$ cat config.mk
export PLATFORM = sky130hd
export DESIGN_NAME = scpwm_top
export DESIGN_NICKNAME = d
export VERILOG_FILES = /design/src/scpwm_pkg.sv /design/src/scpwm_timebase.sv /design/src/scpwm_deadtime.sv /design/src/scpwm_top.sv
export VERILOG_INCLUDE_DIRS = /design/src
export SDC_FILE = /design/constraint.sdc
export NUM_CORES = 1
export LEC_CHECK = 0
export ABC_AREA = 1
export BUFFER_PORTS_ARGS = -buffer_cell sky130_fd_sc_hd__buf_2
export CORE_MARGIN = 2
export CORE_UTILIZATION = 50
export DETAILED_ROUTE_END_ITERATION = 6
export HOLD_SLACK_MARGIN = 0.15
export PLACE_DENSITY = 0.68
export SYNTH_ARGS = -nofsm -noshare
export SYNTH_HDL_FRONTEND = slang
export SYNTH_SLANG_ARGS = --single-unit
$ cat constraint.sdc
create_clock -name clk_i -period 2.58 [get_ports clk_i]
set_clock_uncertainty 0.15 [all_clocks]
set_input_delay 0.129 -clock clk_i [delete_from_list [all_inputs] [get_ports clk_i]]
set_output_delay 0.129 -clock clk_i [all_outputs]
set_load 0.005 [all_outputs]
$ cat src/scpwm_consts.svh
// register indices, field positions and reset values of the pwm unit
// assumes a 32-bit classic wishbone bus; byte address = 4 * index
`ifndef SCPWM_CONSTS_SVH
`define SCPWM_CONSTS_SVH

// ----------------------------------------
// register indices (byte address / 4)
// ----------------------------------------
`define SCPWM_IDX_ROUTE_ALT 8'hc6
`define SCPWM_IDX_ROUTE_PRI 8'hde
`define SCPWM_IDX_CTRL1     8'hdf
`define SCPWM_IDX_DT_EN     8'hf9
`define SCPWM_IDX_DT_CNT    8'hfa
`define SCPWM_IDX_GUARD     8'hc7
`define SCPWM_IDX_PER_L     8'hb0
`define SCPWM_IDX_PER_H     8'hb1
`define SCPWM_IDX_CNT_L     8'hb2
`define SCPWM_IDX_CNT_H     8'hb3
`define SCPWM_IDX_STAT      8'hb4
`define SCPWM_IDX_DUTY_BASE 8'ha0

// ----------------------------------------
// field positions and masks
// ----------------------------------------
`define SCPWM_CTRL_TYP_BIT  4
`define SCPWM_CTRL_MODE_LSB 6
`define SCPWM_DTEN_CNT8_BIT 4
`define SCPWM_PRI_MASK      8'h3f
`define SCPWM_ALT_MASK      8'h2e
`define SCPWM_DTEN_MASK     8'h17

// ----------------------------------------
// reset values and unlock keys
// ----------------------------------------
`define SCPWM_RST_BYTE      8'h00
`define SCPWM_KEY_FIRST     8'haa
`define SCPWM_KEY_SECOND    8'h55

`endif

$ cat src/scpwm_pkg.sv
// types shared by the pwm unit modules
// assumes nothing beyond a systemverilog tool
`default_nettype none

package scpwm_pkg;

  // pairing of the odd channel with its even partner
  typedef enum logic [1:0] {
    SCPWM_PAIR_INDEP = 2'b00,
    SCPWM_PAIR_COMP  = 2'b01,
    SCPWM_PAIR_SYNC  = 2'b10,
    SCPWM_PAIR_RSVD  = 2'b11
  } scpwm_pair_t;

  // timed-access unlock progress
  typedef enum logic [1:0] {
    SCPWM_GRD_IDLE = 2'b00,
    SCPWM_GRD_HALF = 2'b01,
    SCPWM_GRD_OPEN = 2'b10
  } scpwm_grd_t;

  // counter configuration carried into the timebase
  typedef struct packed {
    logic       center; // 1 = center-aligned
    logic [2:0] div;    // prescale exponent
  } scpwm_cfg_t;

  // timebase state carried back to the compare stage
  typedef struct packed {
    logic        tick;  // one pwm clock step
    logic        up;    // counting upward
    logic        wrap;  // period boundary this step
    logic [15:0] cnt;   // counter value
  } scpwm_tb_t;

endpackage

`default_nettype wire

$ cat src/scpwm_timebase.sv
// prescaler and shared 16-bit period counter
// assumes cfg and period are stable register outputs
`default_nettype none
`include "scpwm_consts.svh"

module scpwm_timebase (
  input  wire logic              clk_i,
  input  wire logic              rst_i,
  input  wire scpwm_pkg::scpwm_cfg_t cfg_i,
  input  wire logic [15:0]       period_i,
  output var  scpwm_pkg::scpwm_tb_t  tb_o
);

  // ----------------------------------------
  // state
  // ----------------------------------------
  logic [6:0]  pre_q, pre_d;   // free prescaler
  logic [15:0] cnt_q, cnt_d;   // period counter
  logic [15:0] per_q, per_d;   // active period
  logic        up_q, up_d;     // direction
  logic        tick;           // pwm clock step
  logic        wrap;           // boundary step
  logic [6:0]  mask;           // prescale mask

  // divide by two to the power of div
  always_comb begin
    mask = 7'((8'h01 << cfg_i.div) - 8'h01);
    tick = (pre_q & mask) == mask;
    pre_d = pre_q + 7'h01;
  end

  // next count, direction and boundary
  always_comb begin
    cnt_d = cnt_q;
    up_d  = up_q;
    per_d = per_q;
    wrap  = 1'b0;
    if (tick) begin
      if (!cfg_i.center) begin
        up_d = 1'b1;
        if (cnt_q >= per_q) begin
          cnt_d = 16'h0000;
          wrap  = 1'b1;
        end else begin
          cnt_d = cnt_q + 16'h0001;
        end
      end else if (up_q) begin
        if (cnt_q >= per_q) begin
          up_d  = 1'b0;
          cnt_d = (per_q == 16'h0000) ? 16'h0000 : per_q - 16'h0001;
        end else begin
          cnt_d = cnt_q + 16'h0001;
        end
      end else if (cnt_q <= 16'h0001) begin
        cnt_d = 16'h0000;
        up_d  = 1'b1;
        wrap  = 1'b1;
      end else begin
        cnt_d = cnt_q - 16'h0001;
      end
      // new period only at the boundary
      if (wrap) begin
        per_d = period_i;
      end
    end
  end

  // registers only
  always_ff @(posedge clk_i) begin
    if (rst_i) begin
      pre_q <= 7'h00;
      cnt_q <= 16'h0000;
      per_q <= 16'h0000;
      up_q  <= 1'b1;
    end else begin
      pre_q <= pre_d;
      cnt_q <= cnt_d;
      per_q <= per_d;
      up_q  <= up_d;
    end
  end

  assign tb_o = '{tick: tick, up: up_q, wrap: wrap, cnt: cnt_q};

endmodule

`default_nettype wire

$ cat src/scpwm_deadtime.sv
// dead-time stage of one channel pair
// assumes the pair inputs change on pwm ticks only
`default_nettype none
`include "scpwm_consts.svh"

module scpwm_deadtime (
  input  wire logic       clk_i,
  input  wire logic       rst_i,
  input  wire logic       tick_i,
  input  wire logic       en_i,
  input  wire logic [8:0] dt_i,
  input  wire logic       a_i,
  input  wire logic       b_i,
  output logic            a_o,
  output logic            b_o
);

  logic [8:0] cnt_q, cnt_d;     // shared down-counter
  logic       pa_q, pb_q;       // previous inputs
  logic       rise;             // either input rose

  // reload on a rising edge, else count down per tick
  always_comb begin
    rise  = (a_i & ~pa_q) | (b_i & ~pb_q);
    cnt_d = cnt_q;
    if (rise) begin
      cnt_d = dt_i;
    end else if (tick_i && cnt_q != 9'h000) begin
      cnt_d = cnt_q - 9'h001;
    end
    // high only once the counter has run out
    a_o = en_i ? (a_i & (cnt_d == 9'h000)) : a_i;
    b_o = en_i ? (b_i & (cnt_d == 9'h000)) : b_i;
  end

  // registers only
  always_ff @(posedge clk_i) begin
    if (rst_i) begin
      cnt_q <= 9'h000;
      pa_q  <= 1'b0;
      pb_q  <= 1'b0;
    end else begin
      cnt_q <= cnt_d;
      pa_q  <= a_i;
      pb_q  <= b_i;
    end
  end

endmodule

`default_nettype wire

$ cat src/scpwm_top.sv
// six-channel three-pair pwm unit with wishbone registers
// assumes a classic wishbone master on clk_i and a sync reset
//
// Functional notes
// - primary route bit n puts channel n on pin
// - alternate bits 5,3,2,1 route channels to pins
// - control bit 4 picks edge or center form
// - edge form counts zero up to period
// - edge form sets at zero, clears on match
// - edge period is period plus one ticks
// - center form counts up then back down
// - center clears on up match, sets on down
// - center period is twice period ticks
// - mode bits 7:6 pick pairing, 11 reserved
// - independent pairing is reset default
// - complementary odd channel inverts even partner
// - pair rising edges wait for dead-time underflow
// - each pair has own dead-time enable
// - dead-time registers need timed-access unlock first
// - dead-time only acts in complementary pairing
// - synchronized odd channel copies even partner
// - enable bits 0..2 per pair, bit4 count msb
`default_nettype none
`include "scpwm_consts.svh"

module scpwm_top (
  input  wire logic        clk_i,
  input  wire logic        rst_i,
  // ----------------------------------------
  // wishbone slave
  // ----------------------------------------
  input  wire logic        cyc_i,
  input  wire logic        stb_i,
  input  wire logic        we_i,
  input  wire logic [9:0]  adr_i,
  input  wire logic [3:0]  sel_i,
  input  wire logic [31:0] dat_i,
  output logic [31:0]      dat_o,
  output logic             ack_o,
  // ----------------------------------------
  // port pins
  // ----------------------------------------
  input  wire logic [5:0]  gpio_pri_i,
  input  wire logic [3:0]  gpio_alt_i,
  output logic [5:0]       pin_pri_o,
  output logic [5:0]       pin_pri_pwm_o,
  output logic [3:0]       pin_alt_o,
  output logic [3:0]       pin_alt_pwm_o
);

  // ----------------------------------------
  // decoding used in several places
  // ----------------------------------------

  // hit flag: the index is a duty byte register
  function automatic logic duty_hit(input logic [7:0] idx);
    logic [7:0] off;
    off = idx - `SCPWM_IDX_DUTY_BASE;
    duty_hit = idx >= `SCPWM_IDX_DUTY_BASE && off < 8'h0c;
  endfunction

  // channel number of a duty byte register
  function automatic logic [2:0] duty_ch(input logic [7:0] idx);
    logic [7:0] off;
    off = idx - `SCPWM_IDX_DUTY_BASE;
    duty_ch = off[3:1];
  endfunction

  // ----------------------------------------
  // register state
  // ----------------------------------------
  logic [7:0]  pri_q, pri_d;        // primary route
  logic [7:0]  alt_q, alt_d;        // alternate route
  logic [7:0]  ctrl_q, ctrl_d;      // control one
  logic [7:0]  dten_q, dten_d;      // dead-time enable
  logic [7:0]  dtcnt_q, dtcnt_d;    // dead-time count low
  logic [15:0] per_q, per_d;        // written period
  logic [15:0] duty_q [6];          // written duties
  logic [15:0] duty_d [6];
  logic [15:0] dact_q [6];          // active duties
  logic [15:0] dact_d [6];
  logic [5:0]  raw_q, raw_d;        // raw channel signals
  logic [5:0]  pri_pin_q, pri_pin_d; // primary pin levels
  logic [3:0]  alt_pin_q, alt_pin_d; // alternate pin levels
  scpwm_pkg::scpwm_grd_t grd_q, grd_d; // unlock progress
  logic        ack_q;               // bus answer
  logic [31:0] dat_q, dat_d;        // read data

  // ----------------------------------------
  // bus decode
  // ----------------------------------------
  logic [7:0] idx;        // register index
  logic       req;        // request present
  logic       wr;         // write takes effect
  logic [7:0] wb;         // write byte
  logic       open;       // protected write allowed

  always_comb begin
    idx  = adr_i[9:2];
    req  = cyc_i & stb_i;
    // writes land on the edge where ack is seen high
    wr   = req & we_i & ack_q & sel_i[0];
    wb   = dat_i[7:0];
    open = grd_q == scpwm_pkg::SCPWM_GRD_OPEN;
  end

  // ----------------------------------------
  // timebase
  // ----------------------------------------
  scpwm_pkg::scpwm_cfg_t cfg;  // counter form and divider
  scpwm_pkg::scpwm_tb_t  tb;   // counter state

  always_comb begin
    cfg.center = ctrl_q[`SCPWM_CTRL_TYP_BIT];
    cfg.div    = ctrl_q[2:0];
  end

  scpwm_timebase u_timebase (
    .clk_i    (clk_i),
    .rst_i    (rst_i),
    .cfg_i    (cfg),
    .period_i (per_q),
    .tb_o     (tb)
  );

  // ----------------------------------------
  // unlock sequence
  // ----------------------------------------

  // two keys in a row open one protected write
  always_comb begin
    grd_d = grd_q;
    if (wr) begin
      case (grd_q)
        scpwm_pkg::SCPWM_GRD_IDLE: begin
          if (idx == `SCPWM_IDX_GUARD && wb == `SCPWM_KEY_FIRST) begin
            grd_d = scpwm_pkg::SCPWM_GRD_HALF;
          end
        end
        scpwm_pkg::SCPWM_GRD_HALF: begin
          if (idx == `SCPWM_IDX_GUARD && wb == `SCPWM_KEY_SECOND) begin
            grd_d = scpwm_pkg::SCPWM_GRD_OPEN;
          end else begin
            grd_d = scpwm_pkg::SCPWM_GRD_IDLE;
          end
        end
        // any following write uses up the unlock
        default: begin
          grd_d = scpwm_pkg::SCPWM_GRD_IDLE;
        end
      endcase
    end
  end

  // ----------------------------------------
  // register writes
  // ----------------------------------------
  always_comb begin
    pri_d   = pri_q;
    alt_d   = alt_q;
    ctrl_d  = ctrl_q;
    dten_d  = dten_q;
    dtcnt_d = dtcnt_q;
    per_d   = per_q;
    for (int i = 0; i < 6; i++) begin
      duty_d[i] = duty_q[i];
    end
    if (wr) begin
      case (idx)
        `SCPWM_IDX_ROUTE_PRI: pri_d  = wb & `SCPWM_PRI_MASK;
        `SCPWM_IDX_ROUTE_ALT: alt_d  = wb & `SCPWM_ALT_MASK;
        `SCPWM_IDX_CTRL1:     ctrl_d = wb;
        `SCPWM_IDX_PER_L:     per_d[7:0]  = wb;
        `SCPWM_IDX_PER_H:     per_d[15:8] = wb;
        // protected: dropped silently unless unlocked
        `SCPWM_IDX_DT_EN: begin
          if (open) begin
            dten_d = wb & `SCPWM_DTEN_MASK;
          end
        end
        `SCPWM_IDX_DT_CNT: begin
          if (open) begin
            dtcnt_d = wb;
          end
        end
        default: begin
          if (duty_hit(idx)) begin
            if (idx[0]) begin
              duty_d[duty_ch(idx)][15:8] = wb;
            end else begin
              duty_d[duty_ch(idx)][7:0] = wb;
            end
          end
        end
      endcase
    end
  end

  // ----------------------------------------
  // read data and answer
  // ----------------------------------------

  // unmapped indices answer with zero
  always_comb begin
    dat_d = 32'h0000_0000;
    case (idx)
      `SCPWM_IDX_ROUTE_PRI: dat_d[7:0] = pri_q;
      `SCPWM_IDX_ROUTE_ALT: dat_d[7:0] = alt_q;
      `SCPWM_IDX_CTRL1:     dat_d[7:0] = ctrl_q;
      `SCPWM_IDX_DT_EN:     dat_d[7:0] = dten_q;
      `SCPWM_IDX_DT_CNT:    dat_d[7:0] = dtcnt_q;
      `SCPWM_IDX_PER_L:     dat_d[7:0] = per_q[7:0];
      `SCPWM_IDX_PER_H:     dat_d[7:0] = per_q[15:8];
      `SCPWM_IDX_CNT_L:     dat_d[7:0] = tb.cnt[7:0];
      `SCPWM_IDX_CNT_H:     dat_d[7:0] = tb.cnt[15:8];
      // raw signals, direction and unlock state
      `SCPWM_IDX_STAT: dat_d[7:0] = {open, tb.up, raw_q};
      default: begin
        if (duty_hit(idx)) begin
          dat_d[7:0] = idx[0] ? duty_q[duty_ch(idx)][15:8]
                              : duty_q[duty_ch(idx)][7:0];
        end
      end
    endcase
  end

  // ----------------------------------------
  // compare stage
  // ----------------------------------------
  always_comb begin
    for (int i = 0; i < 6; i++) begin
      // duties follow the period boundary
      dact_d[i] = tb.wrap ? duty_q[i] : dact_q[i];
      raw_d[i]  = raw_q[i];
      if (tb.tick) begin
        if (!cfg.center) begin
          // match wins over the zero set at duty zero
          if (tb.cnt == dact_q[i]) begin
            raw_d[i] = 1'b0;
          end else if (tb.cnt == 16'h0000) begin
            raw_d[i] = 1'b1;
          end
        end else if (tb.cnt == dact_q[i]) begin
          raw_d[i] = ~tb.up;
        end
      end
    end
  end

  // ----------------------------------------
  // pairing and dead time
  // ----------------------------------------
  scpwm_pkg::scpwm_pair_t pair; // selected pairing
  logic [5:0] paired;           // after pairing
  logic [5:0] shaped;           // after dead time
  logic       comp;             // complementary active

  always_comb begin
    pair = scpwm_pkg::scpwm_pair_t'(ctrl_q[`SCPWM_CTRL_MODE_LSB +: 2]);
    comp = pair == scpwm_pkg::SCPWM_PAIR_COMP;
    for (int p = 0; p < 3; p++) begin
      paired[2*p] = raw_q[2*p];
      case (pair)
        scpwm_pkg::SCPWM_PAIR_COMP: begin
          paired[2*p+1] = ~raw_q[2*p];
        end
        scpwm_pkg::SCPWM_PAIR_SYNC: begin
          paired[2*p+1] = raw_q[2*p];
        end
        // reserved code behaves as independent
        default: begin
          paired[2*p+1] = raw_q[2*p+1];
        end
      endcase
    end
  end

  // one identical stage per pair
  for (genvar p = 0; p < 3; p++) begin : g_pair
    scpwm_deadtime u_deadtime (
      .clk_i  (clk_i),
      .rst_i  (rst_i),
      .tick_i (tb.tick),
      .en_i   (comp & dten_q[p]),
      .dt_i   ({dten_q[`SCPWM_DTEN_CNT8_BIT], dtcnt_q}),
      .a_i    (paired[2*p]),
      .b_i    (paired[2*p+1]),
      .a_o    (shaped[2*p]),
      .b_o    (shaped[2*p+1])
    );
  end

  // ----------------------------------------
  // pin routing
  // ----------------------------------------

  // registered so pins never glitch on decode
  always_comb begin
    for (int i = 0; i < 6; i++) begin
      pri_pin_d[i] = pri_q[i] ? shaped[i] : gpio_pri_i[i];
    end
    // alternate pins carry channels 1, 2, 3 and 5
    alt_pin_d[0] = alt_q[1] ? shaped[1] : gpio_alt_i[0];
    alt_pin_d[1] = alt_q[2] ? shaped[2] : gpio_alt_i[1];
    alt_pin_d[2] = alt_q[3] ? shaped[3] : gpio_alt_i[2];
    alt_pin_d[3] = alt_q[5] ? shaped[5] : gpio_alt_i[3];
  end

  // ----------------------------------------
  // registers
  // ----------------------------------------
  always_ff @(posedge clk_i) begin
    if (rst_i) begin
      pri_q     <= `SCPWM_RST_BYTE;
      alt_q     <= `SCPWM_RST_BYTE;
      ctrl_q    <= `SCPWM_RST_BYTE;
      dten_q    <= `SCPWM_RST_BYTE;
      dtcnt_q   <= `SCPWM_RST_BYTE;
      per_q     <= 16'h0000;
      raw_q     <= 6'h00;
      pri_pin_q <= 6'h00;
      alt_pin_q <= 4'h0;
      grd_q     <= scpwm_pkg::SCPWM_GRD_IDLE;
      ack_q     <= 1'b0;
      dat_q     <= 32'h0000_0000;
      for (int i = 0; i < 6; i++) begin
        duty_q[i] <= 16'h0000;
        dact_q[i] <= 16'h0000;
      end
    end else begin
      pri_q     <= pri_d;
      alt_q     <= alt_d;
      ctrl_q    <= ctrl_d;
      dten_q    <= dten_d;
      dtcnt_q   <= dtcnt_d;
      per_q     <= per_d;
      raw_q     <= raw_d;
      pri_pin_q <= pri_pin_d;
      alt_pin_q <= alt_pin_d;
      grd_q     <= grd_d;
      // one-cycle answer, dropped the cycle after
      ack_q     <= req & ~ack_q;
      dat_q     <= (req & ~ack_q) ? dat_d : dat_q;
      for (int i = 0; i < 6; i++) begin
        duty_q[i] <= duty_d[i];
        dact_q[i] <= dact_d[i];
      end
    end
  end

  // ----------------------------------------
  // outputs
  // ----------------------------------------
  assign ack_o         = ack_q;
  assign dat_o         = dat_q;
  assign pin_pri_o     = pri_pin_q;
  assign pin_pri_pwm_o = pri_q[5:0];
  assign pin_alt_o     = alt_pin_q;
  assign pin_alt_pwm_o = {alt_q[5], alt_q[3:1]};

endmodule

`default_nettype wire

==> results_dict.tcl, run 1 <==
set metrics [dict create \
    run_status "finished clean" \
    maxSlewHeadroom_pct 36.7 \
    grt_max_degree 80 \
    regArea_um2 6770 \
    place.gp.congestion 1.01 \
    num_io_pins 114 \
    synth_cells 2381 \
    synth_fa_ha_area_share_pct 2.05 \
    die_y_um 189 \
    start_util_pct 50.9 \
    maxCapViolCount 0 \
    crit_family "buffers and inverters" \
    max_slew.worst_pin.slew_ns 0.950 \
    tritoncts "built" \
    leakage_uw 0.00839 \
    antenna_found_initial 0 \
    dr.pass1.iters 6 \
    power_density_nw_per_um2 1040 \
    fin_crit_ns 2.48 \
    instances_no_fill 2982 \
    cts_num_sinks 338 \
    rsz0062_at_grt "yes" \
    track_usage_pct 31.0 \
    die_w_um 189 \
    fmax_mhz 404 \
    critPathKind "in -> reg" \
    yosysTopAreaCell "dfxtp_1" \
    grt_pass1_vias 15900 \
    synth_xor_area_share_pct 5.68 \
    synth.area.mux_share_pct 0 \
    core_um2 33600 \
    ant_nets 0 \
    synth_top_area_share_pct 39.5 \
    synth_compound_area_share_pct 23.4 \
    worstPathArrival_ns 2.74 \
    gr-total-overflow 0 \
    wirelength_mm 58.0 \
    wire_per_inst_um 19.4 \
    cts_buffers 38 \
    setup_viol 0 \
    hold_violations 0 \
    yosys-top-cells-area "dfxtp_1 40%, a21oi_1 9.7%, o21ai_0 9.6%, nand2_1 6.7%, inv_1 5.3%" \
    synth_edf_count 0 \
    synth_top_family_by_area "compound AO/OA/AOI/OAI gates" \
    ys_ff_latch 338 \
    ys_async_sr_fraction_pct 0 \
    vias_per_cell 5.76 \
    drive_above_1_share_pct 13.6 \
    vdd_ir_drop_max_uv 745 \
    dp_hpwl_mm 40.1 \
    synthSimpleGateAreaFrac_pct 19.1 \
    crit_buf_inv 4 \
    ys.flop_type "dfxtp_1" \
    fin_area_um2 20200 \
    postSynthAreaPerCell_um2 7.19 \
    fillers 3066 \
    path_cells "dlygate4sd3_1 > buf_2 > inv_1 > nor2_1 > nand2_1 > inv_1 > a221oi_1 > o2111ai_1 > nor2_1 > a21oi_1" \
    ys_warn_count 0 \
    rrSetupSlack_ns 0.13 \
    drtIter0Drc 1696 \
    die-area_um2 35700 \
    area_delta_synth_final_pct 17.9 \
    start_kind "primary input" \
    ys_top_cells_by_count "338 x dfxtp_1, 333 x a21oi_1, 327 x o21ai_0" \
    cts_max_path_buffers 3 \
    grt_pass1_wl_mm 87.6 \
    cp_max_fo 17 \
    cpPeakStageDelay_ns 0.54 \
    h-tree-depth 2 \
    nets 2594 \
    clk_pin_slew_worst_paths_ns 0.07 \
    endpoint_kind "flip-flop" \
    slew_violations 0 \
    postPlaceCellArea_um2 18300 \
    period_share_pct 95.9 \
    ctsRootBufferMaster "clkbuf_16" \
    post_synth_num_cell_types 49 \
    hold_path_class "in -> reg" \
    dr_total_vias 17200 \
    yosysMostFrequentCell "dfxtp_1" \
    crit_required_ns 2.84 \
    clock_latency_ns 0.54 \
    drc 0 \
    port_buffers 60 \
    critical_path.slowest_cell "dlygate4sd3_1" \
    dp.cells 2873 \
    row_count 67 \
    netlist_area_um2 17100 \
    multi_input_area_um2 8810 \
    yosysSeqAreaShare_pct 39.5 \
]
[metrics by stage]
stage | setup slack, ns | setup TNS (ns) | total power, uW | hold slack (ns) | util [%]
floorplan | 0.287 | 0 | 12100 | 0.126 | -
global placement | -0.0734 | -0.0734 | 14200 | 0.248 | 54.5
detailed placement | -0.0611 | -0.0942 | 14400 | 0.253 | 54.5
CTS | 0.0497 | 0 | 20000 | 0.174 | 59.2
global route | -0.0340 | -0.162 | 22100 | 0.220 | 60.0
finish | 0.105 | 0 | 20900 | 0.184 | 60.0
[layout by cell type (no fill, tap or decap), types with 8 or more instances in the layout]
cell / instances
buf_4: 107
xor2_1: 68
o21ai_1: 10
dlygate4sd3_1: 31
o21ai_0: 322
nand2_1: 303
clkbuf_8: 12
o22ai_1: 25
nor4_1: 29
nor2_1: 199
nand4_1: 47
xnor2_1: 43
a21oi_1: 327
nand3_1: 72
ha_1: 24
nor2_2: 8
conb_1: 24
nor3_1: 16
inv_2: 14
inv_1: 238
buf_2: 60
a211oi_1: 25
or2_2: 18
nand2_2: 9
dfxtp_1: 335
a21oi_2: 9
a31oi_1: 12
buf_12: 10
clkbuf_16: 42
[layout make-up]
cell class	count	share of cell area (%)
flip-flops and latches	338	33.5
well taps	448	2.78
clock inverters	13	0.663
diodes	1	0.0124
multi-input cells	1652	43.6
clock buffers	55	5.62
repair buffers	215	8.82
inverters	260	4.93
[flip-flops by register name, summed over array words and instances (netlist names), 6 cells and up]
signal / flops
dact_q: 96
duty_q: 96
g_pair.u_deadtime.cnt_q: 27
per_q: 16
u_timebase.cnt_q: 16
u_timebase.per_q: 16
ctrl_q: 8
dat_o: 8
dtcnt_q: 8
u_timebase.pre_q: 7
pin_pri_o: 6
pri_q: 6
raw_q: 6
[worst paths after layout]
kind	start	end	depth (start not counted)
worst min-delay path	adr_i[5]	duty_q[1][7]	6
worst max-delay path	adr_i[2]	dat_o[1]	10
worst max register to register	ctrl_q[6]	pin_pri_o[3]	15
worst min register to register	duty_q[5][14]	dact_q[5][14]	2
[timing repair]
action,in CTS,in global routing
hold buffers,31,0
pin swaps,0,7
resized for setup,2,48
gates cloned,0,4
buffers inserted,0,5
setup endpoints to repair,6,119
hold endpoints to repair,171,0
[metal layers]
metal,part of all wire [%],global-route usage (%),vias up
met3,8.0,4.19,168
met4,5.2,15.1,0
met2,46,50.4,809
met5,0,0,-
met1,41,40.7,8010
li1,-,-,8202
[worst register-to-register path: cells and delay by family, from the launching register on]
| family | cells | cell delay [ns] |
|---|---|---|
| compound gates | 3 | 0.54 |
| fa+ha+maj | 1 | 0.31 |
| buf+inv | 3 | 0.27 |
| flops | 1 | 0.36 |
| simple gates | 8 | 0.74 |
[power by group]
part / internal (uW) / switching (uW)
logic: 3450 / 5570
clock network: 3260 / 2230
registers: 5930 / 471
[logic make-up after synthesis]
group	after synthesis
flops	338
compound gates	757
other cells	1
fa+ha+maj	28
simple gates	732
buf+inv	414
xor+xnor	111
Note: power is estimated with default switching activity, not from simulation.
==> inputs of run 2 (changes only) <==
- ABC_AREA: 1 -> default
- CORE_ASPECT_RATIO: default -> 0.5
==> results_dict.tcl, run 2 <==
set metrics [dict create \
    run_status "finished, violations left" \
    violations "negative hold slack, negative setup slack" \
    gr-total-overflow 0 \
    worst_slack_ns -0.235 \
    top_regs "dact_q: 96 flops, duty_q: 96 flops, g_pair.u_deadtime.cnt_q: 27 flops" \
    ys.flop_type "dfxtp_1" \
    endpoint_kind "flip-flop" \
    cts_num_sinks 338 \
    rsz0062_at_grt "yes" \
    synth.area.mux_share_pct 15.1 \
    synthSimpleGateAreaFrac_pct 19.8 \
    h-tree-depth 1 \
    critPathKind "reg -> reg" \
    fillers 2712 \
    num_io_pins 114 \
    dp_hpwl_mm 38.7 \
    synth_cells 2015 \
    synth_edf_count 0 \
    utilization_pct 65.5 \
    place.gp.congestion 0.977 \
    maxCapViolCount 0 \
    wirelength_mm 60.5 \
    hold_path_class "in -> reg" \
    nets 2359 \
    yosys-top-cells-area "dfxtp_1 39%, mux2i_1 14%, nor2_1 6.5%, xor2_1 5.4%, nand2_1 3.1%" \
    dp.cells 2609 \
    cp_max_fo 8 \
    clk_pin_slew_worst_paths_ns 0.07 \
    synth_top_family_by_area "simple AND/OR/NAND/NOR gates" \
    slew_violations 0 \
    start_util_pct 50.7 \
    drc 0 \
    vdd_ir_drop_max_uv 637 \
    grt_pass1_wl_mm 88.3 \
    hold_violations 35 \
    crit_required_ns 2.87 \
    yosysSeqAreaShare_pct 38.8 \
    synth_xor_area_share_pct 6.57 \
    area_delta_synth_final_pct 29.0 \
    row_count 48 \
    wire_per_inst_um 21.9 \
    yosysTopAreaCell "dfxtp_1" \
    ys_warn_count 0 \
    core_um2 34400 \
    dr.pass1.iters 7 \
    die-area_um2 36500 \
    grt_max_degree 214 \
    synth_compound_area_share_pct 12.0 \
    worstPathArrival_ns 3.10 \
    fin_crit_ns 2.81 \
    start_kind "flip-flop" \
    ys_async_sr_fraction_pct 0 \
    maxSlewHeadroom_pct 35.9 \
    synth_fa_ha_area_share_pct 2.01 \
    die_y_um 136 \
    die_w_um 268 \
    grt_pass1_vias 15300 \
    antenna_cells 0 \
    track_usage_pct 31.3 \
    rrSetupSlack_ns -0.23 \
    instances_no_fill 2765 \
    ctsRootBufferMaster "clkbuf_16" \
    hold_ws_ns -0.215 \
    yosysMostFrequentCell "dfxtp_1" \
    power_density_nw_per_um2 600 \
    port_buffers 60 \
    netlist_area_um2 17500 \
    antenna_found_initial 0 \
    tritoncts "built" \
    cts_max_path_buffers 3 \
    ys_ff_latch 338 \
    dr_total_vias 16600 \
    layout_commonest_cell "dfxtp_1" \
    period_share_pct 109 \
    leakage_uw 0.0105 \
    drive_above_1_share_pct 23.8 \
    max_slew.worst_pin.slew_ns 0.962 \
    postSynthAreaPerCell_um2 8.66 \
    drtIter0Drc 2157 \
    final_cell_mix "313 x dfxtp_1, 299 x nor2_1, 234 x mux2i_1" \
    vias_per_cell 6.02 \
    setup_viol 130 \
    holdBufCountCts 58 \
    ys_top_cells_by_count "338 x dfxtp_1, 303 x nor2_1, 243 x mux2i_1" \
    clock_latency_ns 0.59 \
    synth_top_area_share_pct 38.8 \
    fmax_mhz 355 \
    post_synth_num_cell_types 80 \
    cts_buffers 31 \
    ant_nets 0 \
]
run 2: cell count changes in the layout (fill, tap and decap cells not counted), moves of 27 or more:
| cell | delta |
|---|---|
| buf_4 | +83 |
| mux2i_1 | +234 |
| nand2_1 | -164 |
| xor2_1 | +40 |
| nand4_1 | -27 |
| a21oi_1 | -234 |
| nor2_1 | +100 |
| inv_1 | -202 |
| nand3_1 | -27 |
| o21ai_0 | -273 |
run 2: worst paths after layout:
kind / startpoint / to / cells past startpoint
hold / removal: rst_i / g_pair[1].u_deadtime.cnt_q[7] / 2
setup / recovery: u_timebase.cnt_q[13] / dact_q[4][7] / 11
setup reg to reg: u_timebase.cnt_q[13] / dact_q[4][7] / 11
hold reg to reg: ctrl_q[5] / ctrl_q[5] / 2
run 2: where the power goes:
part	leakage [uW]	switching (uW)	total, uW	internal [uW]
Sequential	0.00274	167	5550	5380
Clock	0.000519	2100	4800	2700
Combinational	0.00724	1490	3170	1680
Total	0.0105	3760	13500	9760
run 2: timing repair:
item	CTS	global route
hold endpoints to repair	218	37
buffers inserted	13	23
gates resized for setup	71	151
pin swaps	28	70
gates cloned	3	9
setup endpoints to repair	133	254
run 2: stage by stage:
stage	TNS [ns]	power (uW)	hold WS (ns)	cell area [um^2]	worst slack (ns)
2_1_floorplan	0	7030	0.119	17600	0.00448
3_3_place_gp	-15.46	7840	0.257	19500	-0.154
3_5_place_dp	-15.71	7880	0.274	19500	-0.186
4_1_cts	-11.26	12900	-0.243	21500	-0.162
5_1_grt	-28.05	14000	-0.210	22500	-0.309
6_report	-17.72	13500	-0.215	22500	-0.235
run 2: layer usage:
| metal | part of all wire [%] | GRT usage [%] |
|---|---|---|
| met1 | 42 | 43.1 |
| met2 | 44 | 49.6 |
| met5 | 0 | 0 |
| met3 | 10 | 5.36 |
| met4 | 3.8 | 10.7 |
run 2: logic make-up (layout without fill, tap and decap cells):
group / count (synthesis) / count (layout)
other: 1 / 24
adders and majority gates: 28 / 28
muxes: 257 / 257
DFF: 338 / 338
AOI/OAI and AO/OA: 320 / 321
xor gates and xnor gates: 131 / 131
buffers and inverters: 210 / 460
and+or+nand+nor: 730 / 731
run 2: final cells by class:
type	instances	area, um^2	area share [%]
sequential	338	6810	30.2
tap	475	594	2.64
inverter	45	174	0.772
clock inverter	4	60.1	0.267
multi-input combinational	1492	10600	47.2
timing repair buffer	362	3280	14.5
clock buffer	49	983	4.37
run 2: worst max-delay path: stages (launching register included):
cell	delay (ns)
dfxtp_2	0.36
or4_4	0.49
and4b_2	0.34
o21ai_2	0.08
o21ai_1	0.13
nand2_1	0.12
a31oi_4	0.20
buf_12	0.15
buf_16	0.17
buf_12	0.15
mux2i_1	0.23
nor2_1	0.07
==> inputs of run 3 (changes only) <==
- CORE_UTILIZATION: 50 -> 30
- PLACE_DENSITY: 0.68 -> default
==> results_dict.tcl, run 3 (same netlist as run 2, synthesis figures left out) <==
set metrics [dict create \
    final_cell_mix "317 x dfxtp_1, 296 x nor2_1, 235 x mux2i_1" \
    drive_above_1_share_pct 23.8 \
    path_cells "or4_4 > and4b_2 > o21ai_2 > o21ai_1 > nand2_1 > a31oi_4 > buf_6 > buf_12 > buf_12 > mux2i_1 > nor2_1" \
    fin_area_um2 22900 \
    slew_violations 0 \
    maxCapViolCount 0 \
    critPathKind "reg -> reg" \
    hold_violations 0 \
    fin_crit_ns 2.77 \
    dp_hpwl_mm 39.9 \
    row_count 62 \
    ant_nets 0 \
    tritoncts "built" \
    start_kind "flip-flop" \
    num_io_pins 114 \
    vias_per_cell 5.25 \
    gr-total-overflow 0 \
    grt_pass1_wl_mm 89.8 \
    crit_required_ns 2.85 \
    antenna_cells 0 \
    cts_max_path_buffers 3 \
    grt_pass1_vias 14900 \
    utilization_pct 39.9 \
    critPathMostFrequentCell "buf_12" \
    power_density_nw_per_um2 617 \
    worstPathArrival_ns 3.04 \
    maxSlewHeadroom_pct 46.8 \
    dr_total_vias 16100 \
    core_um2 57500 \
    drtIter0Drc 1558 \
    die_y_um 175 \
    cpPeakStageDelay_ns 0.54 \
    antenna_found_initial 1 \
    fmax_mhz 360 \
    endpoint_kind "flip-flop" \
    top_regs "dact_q: 96 flops, duty_q: 96 flops, g_pair.u_deadtime.cnt_q: 27 flops" \
    start_util_pct 30.4 \
    drc 21 \
    vdd_ir_drop_max_uv 342 \
    cts_num_sinks 338 \
    max_slew.worst_pin.slew_ns 0.795 \
    cts_buffers 36 \
    wirelength_mm 61.3 \
    place.gp.congestion 0.925 \
    port_buffers 60 \
    violations "design-rule violations, negative setup slack" \
    ctsRootBufferMaster "clkbuf_16" \
    nets 2353 \
    critical_path.slowest_cell "or4_4" \
    die-area_um2 60300 \
    period_share_pct 108 \
    rsz0062_at_grt "yes" \
    setup_viol 122 \
    worst_slack_ns -0.194 \
    postPlaceCellArea_um2 19800 \
    leakage_uw 0.0105 \
    dr.pass1.iters 7 \
    cp_max_fo 12 \
    layout_commonest_cell "dfxtp_1" \
    area_delta_synth_final_pct 31.2 \
    clk_pin_slew_worst_paths_ns 0.07 \
    clock_latency_ns 0.55 \
    hold_ws_ns 0.182 \
    grt_max_degree 112 \
    track_usage_pct 19.0 \
    hold_path_class "in -> reg" \
    die_w_um 345 \
    run_status "finished, violations left" \
    h-tree-depth 2 \
    wire_per_inst_um 20.0 \
]
==> run 3: cell types whose count changed in the layout (fill, tap and decap cells not counted), sizes merged, moves of 2 or more <==
cell	before	now
dlymetal6s4s	3	0
buf	298	292
clkinv	2	6
dlygate4sd3	52	54
==> run 3: final cells by class <==
cell class                 instances  area, um^2
fill                            5579       34600
multi-input combinational       1491       10600
sequential                       338        6810
timing repair buffer             352        3140
clock buffer                      53        1090
tap                              768         961
inverter                          45         174
clock inverter                    10         108
==> run 3: worst paths after layout <==
check,from,end,slack [ns],cells past startpoint
worst max-delay path,u_timebase.cnt_q[14],dact_q[2][7],-0.19,11
worst min register to register,duty_q[0][3],duty_q[0][3],0.33,2
worst min-delay path,cyc_i,alt_q[2],0.18,7
worst max register to register,u_timebase.cnt_q[14],dact_q[2][7],-0.19,11
==> run 3: critical path: cells and delay by family (launching register included) <==
family | cells | cell delay, ns
muxes | 1 | 0.20
AOI/OAI and AO/OA | 3 | 0.42
buffers and inverters | 3 | 0.51
and+or+nand+nor | 4 | 1.03
DFF | 1 | 0.34
==> run 3: timing repair <==
| item | CTS | global route |
|---|---|---|
| endpoints found under the setup margin | 138 | 159 |
| endpoints found under the hold margin | 203 | 0 |
| cloned | 2 | 7 |
| hold buffers | 56 | 0 |
| gates resized for setup | 71 | 160 |
| setup buffers | 9 | 24 |
| pin swaps | 29 | 72 |
==> run 3: stage by stage <==
step / setup TNS, ns / cells / total power (uW) / worst slack, ns
2_1_floorplan: 0 / 2038 / 7030 / 0.00448
3_3_place_gp: -13.76 / 2900 / 7900 / -0.267
3_5_place_dp: -16.63 / 2900 / 7920 / -0.215
4_1_cts: -13.78 / 3030 / 13600 / -0.150
5_1_grt: -27.27 / 3057 / 14700 / -0.291
6_report: -15.59 / 3057 / 14100 / -0.194
==> run 3: power by group <==
part           internal [uW]  switching [uW]  total, uW
clock network           3120            2220       5340
registers               5380             143       5520
logic                   1730            1560       3290
==> run 3: routing by layer <==
metal	GRT usage (%)	wire [um]	vias to the layer above
met2	30.3	27400	612
met5	0	13	-
met4	6.85	2260	2
met1	26.1	27500	7749
li1	-	-	7538
met3	2.95	4120	154
